<file path="config.mk">
export PLATFORM = sky130hd
export DESIGN_NAME = losd_top
export DESIGN_NICKNAME = d
export VERILOG_FILES = /design/src/verilog/losd_pkg.sv /design/src/verilog/losd_top.sv
export SDC_FILE = /design/constraint.sdc
export NUM_CORES = 1
export LEC_CHECK = 0
export ABC_AREA = 1
export BUFFER_PORTS_ARGS = -buffer_cell sky130_fd_sc_hd__buf_4
export CELL_PAD_IN_SITES_DETAIL_PLACEMENT = 1
export CELL_PAD_IN_SITES_GLOBAL_PLACEMENT = 1
export CORE_MARGIN = 2
export CORE_UTILIZATION = 41
export CTS_CLUSTER_DIAMETER = 120
export CTS_CLUSTER_SIZE = 24
export DETAILED_ROUTE_END_ITERATION = 10
export GPL_ROUTABILITY_DRIVEN = 0
export GPL_TIMING_DRIVEN = 1
export PLACE_DENSITY = 0.92
export SLEW_MARGIN = 5
export SYNTH_ARGS = -nofsm -noshare
export SYNTH_HDL_FRONTEND = slang
export SYNTH_SLANG_ARGS = --single-unit
</file>
<file path="constraint.sdc">
create_clock -name sys_clk_in -period 2.8 [get_ports sys_clk_in]
set_input_delay 0.42 -clock sys_clk_in [delete_from_list [all_inputs] [get_ports sys_clk_in]]
set_output_delay 0.42 -clock sys_clk_in [all_outputs]
set_load 0.02 [all_outputs]
</file>
<file path="src/verilog/losd_pkg.sv">
// Constants and carrier types for the LO synthesizer divider and standby control.
// Assumes one 20 MHz system clock and a register port outside this block.
package losd_pkg;
	localparam int          REF_W          = 14;
	localparam int          SWAL_W         = 3;
	localparam int          MAIN_W         = 13;
	localparam int          CODE_W         = 3;
	localparam int          UNIT_W         = 4;
	localparam logic [7:0]  STANDBY_CONTROL_RESET     = 8'hff;
	localparam logic [7:0]  STANDBY_CONTROL_IMPL_MASK = 8'hfd;
	localparam int          BIT_ADC        = 0;
	localparam int          BIT_FRONT      = 2;
	localparam int          BIT_GAIN       = 3;
	localparam int          BIT_SSYN       = 4;
	localparam int          BIT_SOSC       = 5;
	localparam int          BIT_MIX        = 6;
	localparam int          BIT_REF        = 7;
	localparam logic [3:0]  PRESC_LOW      = 4'h8;
	localparam logic [3:0]  PRESC_HIGH     = 4'h9;
	localparam logic [3:0]  MAX_UNITS      = 4'h8;
	localparam logic [13:0] REF_DIV_RESET  = 14'h0038;
	localparam logic [2:0]  SWAL_RESET     = 3'h5;
	localparam logic [12:0] MAIN_RESET     = 13'h001d;
	localparam logic [13:0] WIN_DIV_RESET  = 14'h0004;

	typedef struct packed {
		logic [13:0] ref_divide_value;
		logic [2:0]  swallow_count;
		logic [12:0] main_count;
		logic [2:0]  pump_current_code;
		logic        fast_acquire_enable;
		logic [13:0] fast_window_divisor;
	} losd_synth_cfg_t;

	typedef struct packed {
		logic ref_bias_off;
		logic mixing_synth_off;
		logic sample_osc_off;
		logic sample_synth_off;
		logic gain_dac_off;
		logic front_amp_mixer_off;
		logic adc_off;
		logic clock_buffer_off;
		logic filter_clock_halt;
		logic digital_out_hold;
		logic master_ref_standby;
	} losd_power_t;
endpackage : losd_pkg

</file>
<file path="src/verilog/losd_top.sv">
// Standby register decode plus LO synthesizer dividers, detector and pump control.
// Assumes the reference and VCO edge strobes are synchronous one-cycle pulses.
`timescale 1ns/100ps
module losd_top
	import losd_pkg::*;
(
	input  wire logic            sys_clk_in,
	input  wire logic            rst_in,
	input  wire logic            standby_control_wr_in,
	input  wire logic [7:0]      standby_control_wdata_in,
	input  wire losd_synth_cfg_t cfg_in,
	input  wire logic            ref_edge_in,
	input  wire logic            vco_edge_in,
	output logic [7:0]           standby_control_out,
	output losd_power_t          power_out,
	output logic                 gain_dac_oe_out,
	output logic                 mix_pump_oe_out,
	output logic                 mix_pump_up_out,
	output logic                 mix_pump_dn_out,
	output logic [UNIT_W-1:0]    pump_units_out,
	output logic                 prescale_nine_out
);
	logic [7:0]         standby_control_q;
	logic [REF_W-1:0]   ref_cnt_q;
	logic               ref_div_q;
	logic [SWAL_W-1:0]  swal_cnt_q;
	logic [MAIN_W-1:0]  main_cnt_q;
	logic [3:0]         pre_cnt_q;
	logic               fb_div_q;
	logic               up_q;
	logic               dn_q;
	logic [REF_W-1:0]   win_cnt_q;
	logic [UNIT_W-1:0]  win_mult_q;
	logic [UNIT_W-1:0]  boost_q;
	logic [UNIT_W-1:0]  units_d;
	logic               synth_off;
	logic               pre_done;
	logic               pulse_on;
	logic               pulse_q;

	assign synth_off = standby_control_q[BIT_MIX] | standby_control_q[BIT_REF];
	assign pulse_on  = up_q | dn_q;

	// Register port
	always_ff @(posedge sys_clk_in)
	begin
		if (rst_in)
			standby_control_q <= STANDBY_CONTROL_RESET;
		else if (standby_control_wr_in)
			standby_control_q <= standby_control_wdata_in;
	end

	// Block power decode; the ADC bit also halts the filter clock and holds outputs, and with SSYN stops the clock buffer
	always_ff @(posedge sys_clk_in)
	begin
		if (rst_in)
		begin
			power_out           <= '1;
			gain_dac_oe_out     <= 1'b0;
			mix_pump_oe_out     <= 1'b0;
			standby_control_out <= STANDBY_CONTROL_RESET;
		end
		else
		begin
			standby_control_out           <= standby_control_q;
			power_out.ref_bias_off        <= standby_control_q[BIT_REF];
			power_out.mixing_synth_off    <= standby_control_q[BIT_MIX];
			power_out.sample_osc_off      <= standby_control_q[BIT_SOSC];
			power_out.sample_synth_off    <= standby_control_q[BIT_SSYN];
			power_out.gain_dac_off        <= standby_control_q[BIT_GAIN];
			power_out.front_amp_mixer_off <= standby_control_q[BIT_FRONT];
			power_out.adc_off             <= standby_control_q[BIT_ADC];
			power_out.clock_buffer_off    <= standby_control_q[BIT_SSYN] & standby_control_q[BIT_ADC];
			power_out.filter_clock_halt   <= standby_control_q[BIT_ADC];
			power_out.digital_out_hold    <= standby_control_q[BIT_ADC];
			power_out.master_ref_standby  <= &(standby_control_q | ~STANDBY_CONTROL_IMPL_MASK);
			gain_dac_oe_out               <= ~standby_control_q[BIT_GAIN];
			mix_pump_oe_out               <= ~synth_off;
		end
	end

	// Reference divider, one output pulse per ref_divide_value input edges
	always_ff @(posedge sys_clk_in)
	begin
		if (rst_in || synth_off)
		begin
			ref_cnt_q <= '0;
			ref_div_q <= 1'b0;
		end
		else
		begin
			ref_div_q <= 1'b0;
			if (ref_edge_in)
			begin
				if (ref_cnt_q + 14'h0001 >= cfg_in.ref_divide_value)
				begin
					ref_cnt_q <= '0;
					ref_div_q <= 1'b1;
				end
				else
					ref_cnt_q <= ref_cnt_q + 14'h0001;
			end
		end
	end

	// Dual-modulus feedback divider: N = 8*main + swallow
	assign pre_done = pre_cnt_q + 4'h1 >= ((swal_cnt_q != '0) ? PRESC_HIGH : PRESC_LOW);

	always_ff @(posedge sys_clk_in)
	begin
		if (rst_in || synth_off)
		begin
			pre_cnt_q         <= '0;
			swal_cnt_q        <= '0;
			main_cnt_q        <= '0;
			fb_div_q          <= 1'b0;
			prescale_nine_out <= 1'b0;
		end
		else
		begin
			fb_div_q          <= 1'b0;
			prescale_nine_out <= swal_cnt_q != '0;
			if (vco_edge_in)
			begin
				if (!pre_done)
					pre_cnt_q <= pre_cnt_q + 4'h1;
				else
				begin
					pre_cnt_q <= '0;
					if (main_cnt_q <= 13'h0001)
					begin
						main_cnt_q <= cfg_in.main_count;
						swal_cnt_q <= cfg_in.swallow_count;
						fb_div_q   <= 1'b1;
					end
					else
					begin
						main_cnt_q <= main_cnt_q - 13'h0001;
						if (swal_cnt_q != '0)
							swal_cnt_q <= swal_cnt_q - 3'h1;
					end
				end
			end
		end
	end

	// Phase-frequency detector; an event on the opposite side clears a pulse, so both are never high
	always_ff @(posedge sys_clk_in)
	begin
		if (rst_in || synth_off)
		begin
			up_q <= 1'b0;
			dn_q <= 1'b0;
		end
		else
		begin
			up_q <= (up_q | ref_div_q) & ~(dn_q | fb_div_q);
			dn_q <= (dn_q | fb_div_q) & ~(up_q | ref_div_q);
		end
	end

	// Pulse seen last cycle, marks the cycle in which a pulse ends
	always_ff @(posedge sys_clk_in)
	begin
		if (rst_in || synth_off)
			pulse_q <= 1'b0;
		else
			pulse_q <= pulse_on;
	end

	// Fast-acquire window: counts reference edges during a pulse
	always_ff @(posedge sys_clk_in)
	begin
		if (rst_in || synth_off)
		begin
			win_cnt_q  <= '0;
			win_mult_q <= '0;
			boost_q    <= 4'h1;
		end
		else if (pulse_on)
		begin
			if (ref_edge_in)
			begin
				if (win_cnt_q + 14'h0001 >= cfg_in.fast_window_divisor)
				begin
					win_cnt_q <= '0;
					if (win_mult_q < MAX_UNITS)
						win_mult_q <= win_mult_q + 4'h1;
				end
				else
					win_cnt_q <= win_cnt_q + 14'h0001;
			end
		end
		else
		begin
			// Every ended pulse sets the next boost, a short one back to base
			if (pulse_q)
				boost_q <= (win_mult_q + 4'h1 > MAX_UNITS) ? MAX_UNITS
				          : win_mult_q + 4'h1;
			win_cnt_q  <= '0;
			win_mult_q <= '0;
		end
	end

	// Pump current in unit steps, boosted only upward
	always_comb
	begin
		units_d = {1'b0, cfg_in.pump_current_code} + 4'h1;
		if (cfg_in.fast_acquire_enable)
		begin
			if (units_d < 4'h2)
				units_d = 4'h2;
			if (boost_q > units_d)
				units_d = boost_q;
		end
	end

	always_ff @(posedge sys_clk_in)
	begin
		if (rst_in || synth_off)
		begin
			pump_units_out  <= '0;
			mix_pump_up_out <= 1'b0;
			mix_pump_dn_out <= 1'b0;
		end
		else
		begin
			pump_units_out  <= units_d;
			mix_pump_up_out <= up_q;
			mix_pump_dn_out <= dn_q;
		end
	end

	property p_rst_standby_control;
		@(posedge sys_clk_in) $fell(rst_in) |-> standby_control_out == 8'hff;
	endproperty
	a_rst_standby_control: assert property (p_rst_standby_control) else $error("standby not all ones");

	property p_wake_one;
		@(posedge sys_clk_in) disable iff (rst_in)
			standby_control_wr_in |=> ##1 standby_control_out == $past(standby_control_wdata_in, 2);
	endproperty
	a_wake_one: assert property (p_wake_one) else $error("standby write lost");

	property p_ref_off;
		@(posedge sys_clk_in) disable iff (rst_in)
			standby_control_q[7] |=> power_out.ref_bias_off;
	endproperty
	a_ref_off: assert property (p_ref_off) else $error("reference not off");

	property p_gain_hiz;
		@(posedge sys_clk_in) disable iff (rst_in)
			power_out.gain_dac_off |-> !gain_dac_oe_out;
	endproperty
	a_gain_hiz: assert property (p_gain_hiz) else $error("gain pins driven in standby");

	property p_clkbuf;
		@(posedge sys_clk_in) disable iff (rst_in)
			power_out.clock_buffer_off == (power_out.sample_synth_off && power_out.adc_off);
	endproperty
	a_clkbuf: assert property (p_clkbuf) else $error("clock buffer state wrong");

	property p_adc_halt;
		@(posedge sys_clk_in) disable iff (rst_in)
			power_out.adc_off |-> power_out.filter_clock_halt && power_out.digital_out_hold;
	endproperty
	a_adc_halt: assert property (p_adc_halt) else $error("filter clock not halted");

	property p_master;
		@(posedge sys_clk_in) disable iff (rst_in)
			(standby_control_q[7:2] == 6'h3f && standby_control_q[0]) |=> power_out.master_ref_standby;
	endproperty
	a_master: assert property (p_master) else $error("master reference active");

	property p_pump_hiz;
		@(posedge sys_clk_in) disable iff (rst_in)
			power_out.mixing_synth_off |-> !mix_pump_oe_out && !mix_pump_up_out;
	endproperty
	a_pump_hiz: assert property (p_pump_hiz) else $error("pump active in standby");

	property p_pump_range;
		@(posedge sys_clk_in) disable iff (rst_in)
			!synth_off && !$past(synth_off)
			|-> pump_units_out >= 4'h1 && pump_units_out <= MAX_UNITS;
	endproperty
	a_pump_range: assert property (p_pump_range) else $error("pump current out of range");

	property p_pfd_excl;
		@(posedge sys_clk_in) disable iff (rst_in)
			!(up_q && dn_q);
	endproperty
	a_pfd_excl: assert property (p_pfd_excl) else $error("up and down together");

	property p_pump_follow;
		@(posedge sys_clk_in) disable iff (rst_in)
			!synth_off && !$past(synth_off) && !$past(rst_in)
			|-> mix_pump_up_out == $past(up_q) && mix_pump_dn_out == $past(dn_q);
	endproperty
	a_pump_follow: assert property (p_pump_follow) else $error("pump not following detector");

	property p_fast_floor;
		@(posedge sys_clk_in) disable iff (rst_in)
			!synth_off && !$past(synth_off) && !$past(rst_in)
			&& $past(cfg_in.fast_acquire_enable) |-> pump_units_out >= 4'h2;
	endproperty
	a_fast_floor: assert property (p_fast_floor) else $error("fast acquire below floor");

	property p_fb_reload;
		@(posedge sys_clk_in) disable iff (rst_in)
			fb_div_q |-> main_cnt_q == $past(cfg_in.main_count)
				&& swal_cnt_q == $past(cfg_in.swallow_count);
	endproperty
	a_fb_reload: assert property (p_fb_reload) else $error("feedback counters not reloaded");
endmodule : losd_top
</file>
==> metrics list <==
- For this block, the via count after detailed routing is 4,947.
- The signal on the critical path passes through ha_2 > nand2_1 > nor2_2 > nand2_2 > nor2_4 > nand2_1 > nand2_1 > nand2_1 > ha_1 > nand2_1 > nor2_1 > nand2_1 > inv_1 > nand2_1 > inv_1 > nor2_2 > buf_6 > nand3_1 > a21oi_1.
- Routing usage on met2: 36.60%
* Number of max-cap violations: 0
- The initialized floorplan defines just over 40 standard-cell rows.
- Across the VDD grid, the largest voltage drop is between 200 and 300 uV.
- Final WL: ~14,000 microns
- Count of buffers from port buffering: 88
- Share of the core filled with cells: 50.72%
* Slowest cell on the critical path: sky130_fd_sc_hd__dfxtp_1
- Beginning of the worst register-to-register path: win_cnt_q[0]$_SDFFE_PP0P_
* Worst clock skew: 0.005806 ns
- TritonCTS built the clock tree.
- Highest-count cells in the layout ignoring fill and taps: sky130_fd_sc_hd__nand2_1 (188), sky130_fd_sc_hd__inv_1 (109), sky130_fd_sc_hd__buf_4 (92)
- Among all flip-flop cells after synthesis, the most frequent one is sky130_fd_sc_hd__dfxtp_1.
* Clock-pin slew reported for the worst setup and hold paths after clock tree synthesis: 0.06 ns
* Internal: 2.118 mW
- Setup repair after global routing left no endpoint under its margin.
- Final Worst Setup Slack: roughly 0.23 ns
* Count of synthesis-stage warnings from yosys: 0
* Clock power frac: between 40% and 50%
- 89 I/O pins were placed.
- The startpoint identified for the worst hold timing path is standby_control_wdata_in[3].
- Global routing finished with a remaining overflow of 0.
* Async set-or-reset flop fraction in the synthesized netlist: 0%
- The number of antenna violations at the first check in global routing was 0.
* Max clock buf depth: 2
- Combinational logic burns just under 9% of the power.
* Worst path arrival time: around 2.8 ns
- The final layout contains approximately 950 nets.
- The first TritonRoute pass finished after 4 iterations.
- Adding up every negative setup slack in the final design gives 0 ns.
- STA puts the critical path data required time at 3.07 ns.
- Portion of the clock cycle consumed by the worst path in the final layout: between 90% and 100%
- Area fraction of the dominant cell type after synthesis: roughly 33%
- Launching element type of the critical path: flop
- Share of the yosys chip area belonging to registers: 32.59%
* Minimum clock period: 2.571 ns
- Outcome: complete, no violations
- Category of the most critical setup path: reg2reg
- The number of hold violations in the final report came to 0.
- Root buf cell: sky130_fd_sc_hd__clkbuf_16
* Drt initial violations: approximately 200
* Synth-to-layout area growth: 19.35%
- Buffers & Inverters on Critical Path: 3
* EDFF count, synth: 0
* Sink count of the clock tree: 88
* GRT Overall Usage: between 20% and 30%
- Setup violations remaining at the end of the flow were counted as 0.
- The die covers approximately 14,000 sq um.
* Post-route DRC: 0
- Achievable clock frequency: a little under 400 MHz
- Via count of the first global-routing pass: around 5,100
- The first global-routing pass estimated about 24,000 microns of wire.
- Number of levels in the clock H-tree: 3
- In this run, post-CTS hold repair placed 0 buffers.
- Count of mapped cells out of synthesis: around 770
* Grt peak-use layer: met2
* Met3 layer usage reported by global route: 3.257%
- After synthesis, the netlist uses a little over 40 different library cells.
- Post-Synthesis Net Count: 875
- Logic depth of the worst register-to-register path: 19
* Antenna cells: 0
* Pin slew with the least headroom to its limit: 0.5493 ns
* Worst setup EP type: flop
- The analysis attributes to cell leakage a power of just over 3 nW.
- The cell area that synthesis handed to floorplanning was 5406 sq um.
* CORE AREA: between 10,000 and 15,000 sq um
- Hold Path Stages: 3
- Along the worst path, the maximum fanout reaches 14.
- Sequential share of power: 46.2%
* Largest net degree at the start of global routing: 30
- Final routed wire length divided by cell count: between 10 and 15 microns
- Final hold slack: about 0.29 ns
* Min-Delay Path Class: in2reg
* Mean cell area of the mapped netlist: roughly 7 sq um
* Beginning of the critical path: win_cnt_q[0]$_SDFFE_PP0P_
* Crit path top cell by count: sky130_fd_sc_hd__nand2_1
- Sw Pwr: 0.6466 mW
- The max-slew violation count is 0.
- Worst stage delay on the critical path: 0.36 ns
* Delay-heaviest family, CP: simple AND/OR/NAND/NOR gates
- In this run the power density over the cells is roughly 430 nW/um^2.
* Cells taking the most area after synthesis: sky130_fd_sc_hd__dfxtp_1 (33%), sky130_fd_sc_hd__nand2_1 (13%), sky130_fd_sc_hd__ha_1 (9.7%)
- The die is approximately 120 microns tall.
- Remaining antenna violation count after routing: 0
- Synthesized flop and latch total: 88
* Switching portion of total power: 23.39%
* Overall die width: ~120 microns
* Clock latency of the later-clocked register in the worst-skew pair: about 0.35 ns
* Instance count on the critical path: 19
- Leaving out fill and tap cells, the most frequent cell in the layout is sky130_fd_sc_hd__nand2_1.
- Vias per inst: 4.841
* Worst slack after detailed placement: 0.2040 ns
- M1 GR Usage: between 20% and 30%
- Slew HR: between 60% and 70%
* Fraction of layout cells with a size suffix above 1: a little under a fifth
- Once detailed placement completed, the half-perimeter wirelength came to 10,220 microns.
- The initial utilization of the core area, before any placement, comes to a little over two fifths.
- Most area-hungry cell type in the Yosys netlist: sky130_fd_sc_hd__dfxtp_1
* Number of buffers created by CTS: 9
* Overall power: 2.764 mW
==> sequential cells by signal (all words and copies together) (netlist names), 3 cells and up <==
register / flops
win_cnt_q: 14
standby_control_out: 8
swal_cnt_q: 3
ref_cnt_q: 14
main_cnt_q: 13
standby_control_q: 8
win_mult_q: 4
pump_units_out: 4
pre_cnt_q: 4
boost_q: 4
==> Yosys cell counts (2+ instances only) <==
cell type                  instances
sky130_fd_sc_hd__nand4_1           6
sky130_fd_sc_hd__nand3_1          56
sky130_fd_sc_hd__xnor2_1           9
sky130_fd_sc_hd__o211ai_2          2
sky130_fd_sc_hd__buf_2             9
sky130_fd_sc_hd__nor2_2           12
sky130_fd_sc_hd__xor2_1           16
sky130_fd_sc_hd__nor2_4            4
sky130_fd_sc_hd__ha_1             42
sky130_fd_sc_hd__or2_2             2
sky130_fd_sc_hd__clkbuf_1          4
sky130_fd_sc_hd__nand2_1         189
sky130_fd_sc_hd__buf_6             6
sky130_fd_sc_hd__xor2_2            2
sky130_fd_sc_hd__inv_2             4
sky130_fd_sc_hd__nand3b_1          7
sky130_fd_sc_hd__o21ai_0          24
sky130_fd_sc_hd__a21oi_1          76
sky130_fd_sc_hd__dfxtp_1          88
sky130_fd_sc_hd__nor3_1            8
sky130_fd_sc_hd__o21ai_1           8
sky130_fd_sc_hd__nand2_2           7
sky130_fd_sc_hd__o211ai_1          3
sky130_fd_sc_hd__inv_1           109
sky130_fd_sc_hd__nor2_1           52
sky130_fd_sc_hd__buf_4            10
sky130_fd_sc_hd__a21o_1            2
sky130_fd_sc_hd__a211oi_1          2
==> per-layer routing <==
metal  wire length [microns]  share of wire [%]  vias up
li1                        -                  -     2593
met1                    6266                 46     2280
met2                    6941                 51       64
met3                     373                2.7       10
met4                     161                1.2        0
met5                       0                  0        -
==> power by group through the flow <==
stage / sequential (mW) / combinational [mW] / clock [mW]
2_1_floorplan: 1.32 / 0.120 / 0
3_3_place_gp: 1.31 / 0.235 / 0
3_5_place_dp: 1.31 / 0.241 / 0
4_1_cts: 1.28 / 0.243 / 1.28
5_1_grt: 1.28 / 0.270 / 1.32
6_report: 1.28 / 0.240 / 1.25
==> path summary, 6_finish.rpt <==
kind                                  endpoint  slack [ns]
max reg2reg         win_cnt_q[12]$_SDFFE_PP0P_        0.23
min reg2reg  standby_control_out[1]$_SDFF_PP1_        0.43
max                 win_cnt_q[12]$_SDFFE_PP0P_        0.23
min          standby_control_q[3]$_SDFFE_PP1P_        0.29
==> final cells by class <==
class,instances,area [sq um]
clock buffer,11,252.7
clock inverter,4,53.80
fill,1694,6270
inverter,116,439.2
multi-input combinational,538,3027
sequential,88,1763
tap,172,215.2
timing repair buffer,93,701.9
==> kinds of logic after synthesis <==
group	after synthesis	share of synthesized area, %
DFF	88	32.59
xor gates and xnor gates	28	5.161
buffers and inverters	146	11.94
and+or+nand+nor	349	28.84
adders and majority gates	42	9.720
AOI/OAI and AO/OA	119	11.76
==> through the flow <==
step                cells  area (sq um)
CTS                  1022          6420
floorplan             772          5406
global placement     1007          6113
detailed placement   1007          6113
finish               1022          6452
global route         1022          6452
==> what timing repair did <==
action                                 in CTS  in global routing
endpoints found under the hold margin       0                  0
setup endpoints to repair                   0                 18
buffers inserted                            0                  0
resized for setup                           0                  9
==> tightest hold or removal path, stage by stage <==
cell and delay [ns]:
sky130_fd_sc_hd__buf_4 0.08, sky130_fd_sc_hd__a21oi_1 0.05, sky130_fd_sc_hd__o21ai_0 0.06
No activity file was read; power rests on OpenSTA's default activity.
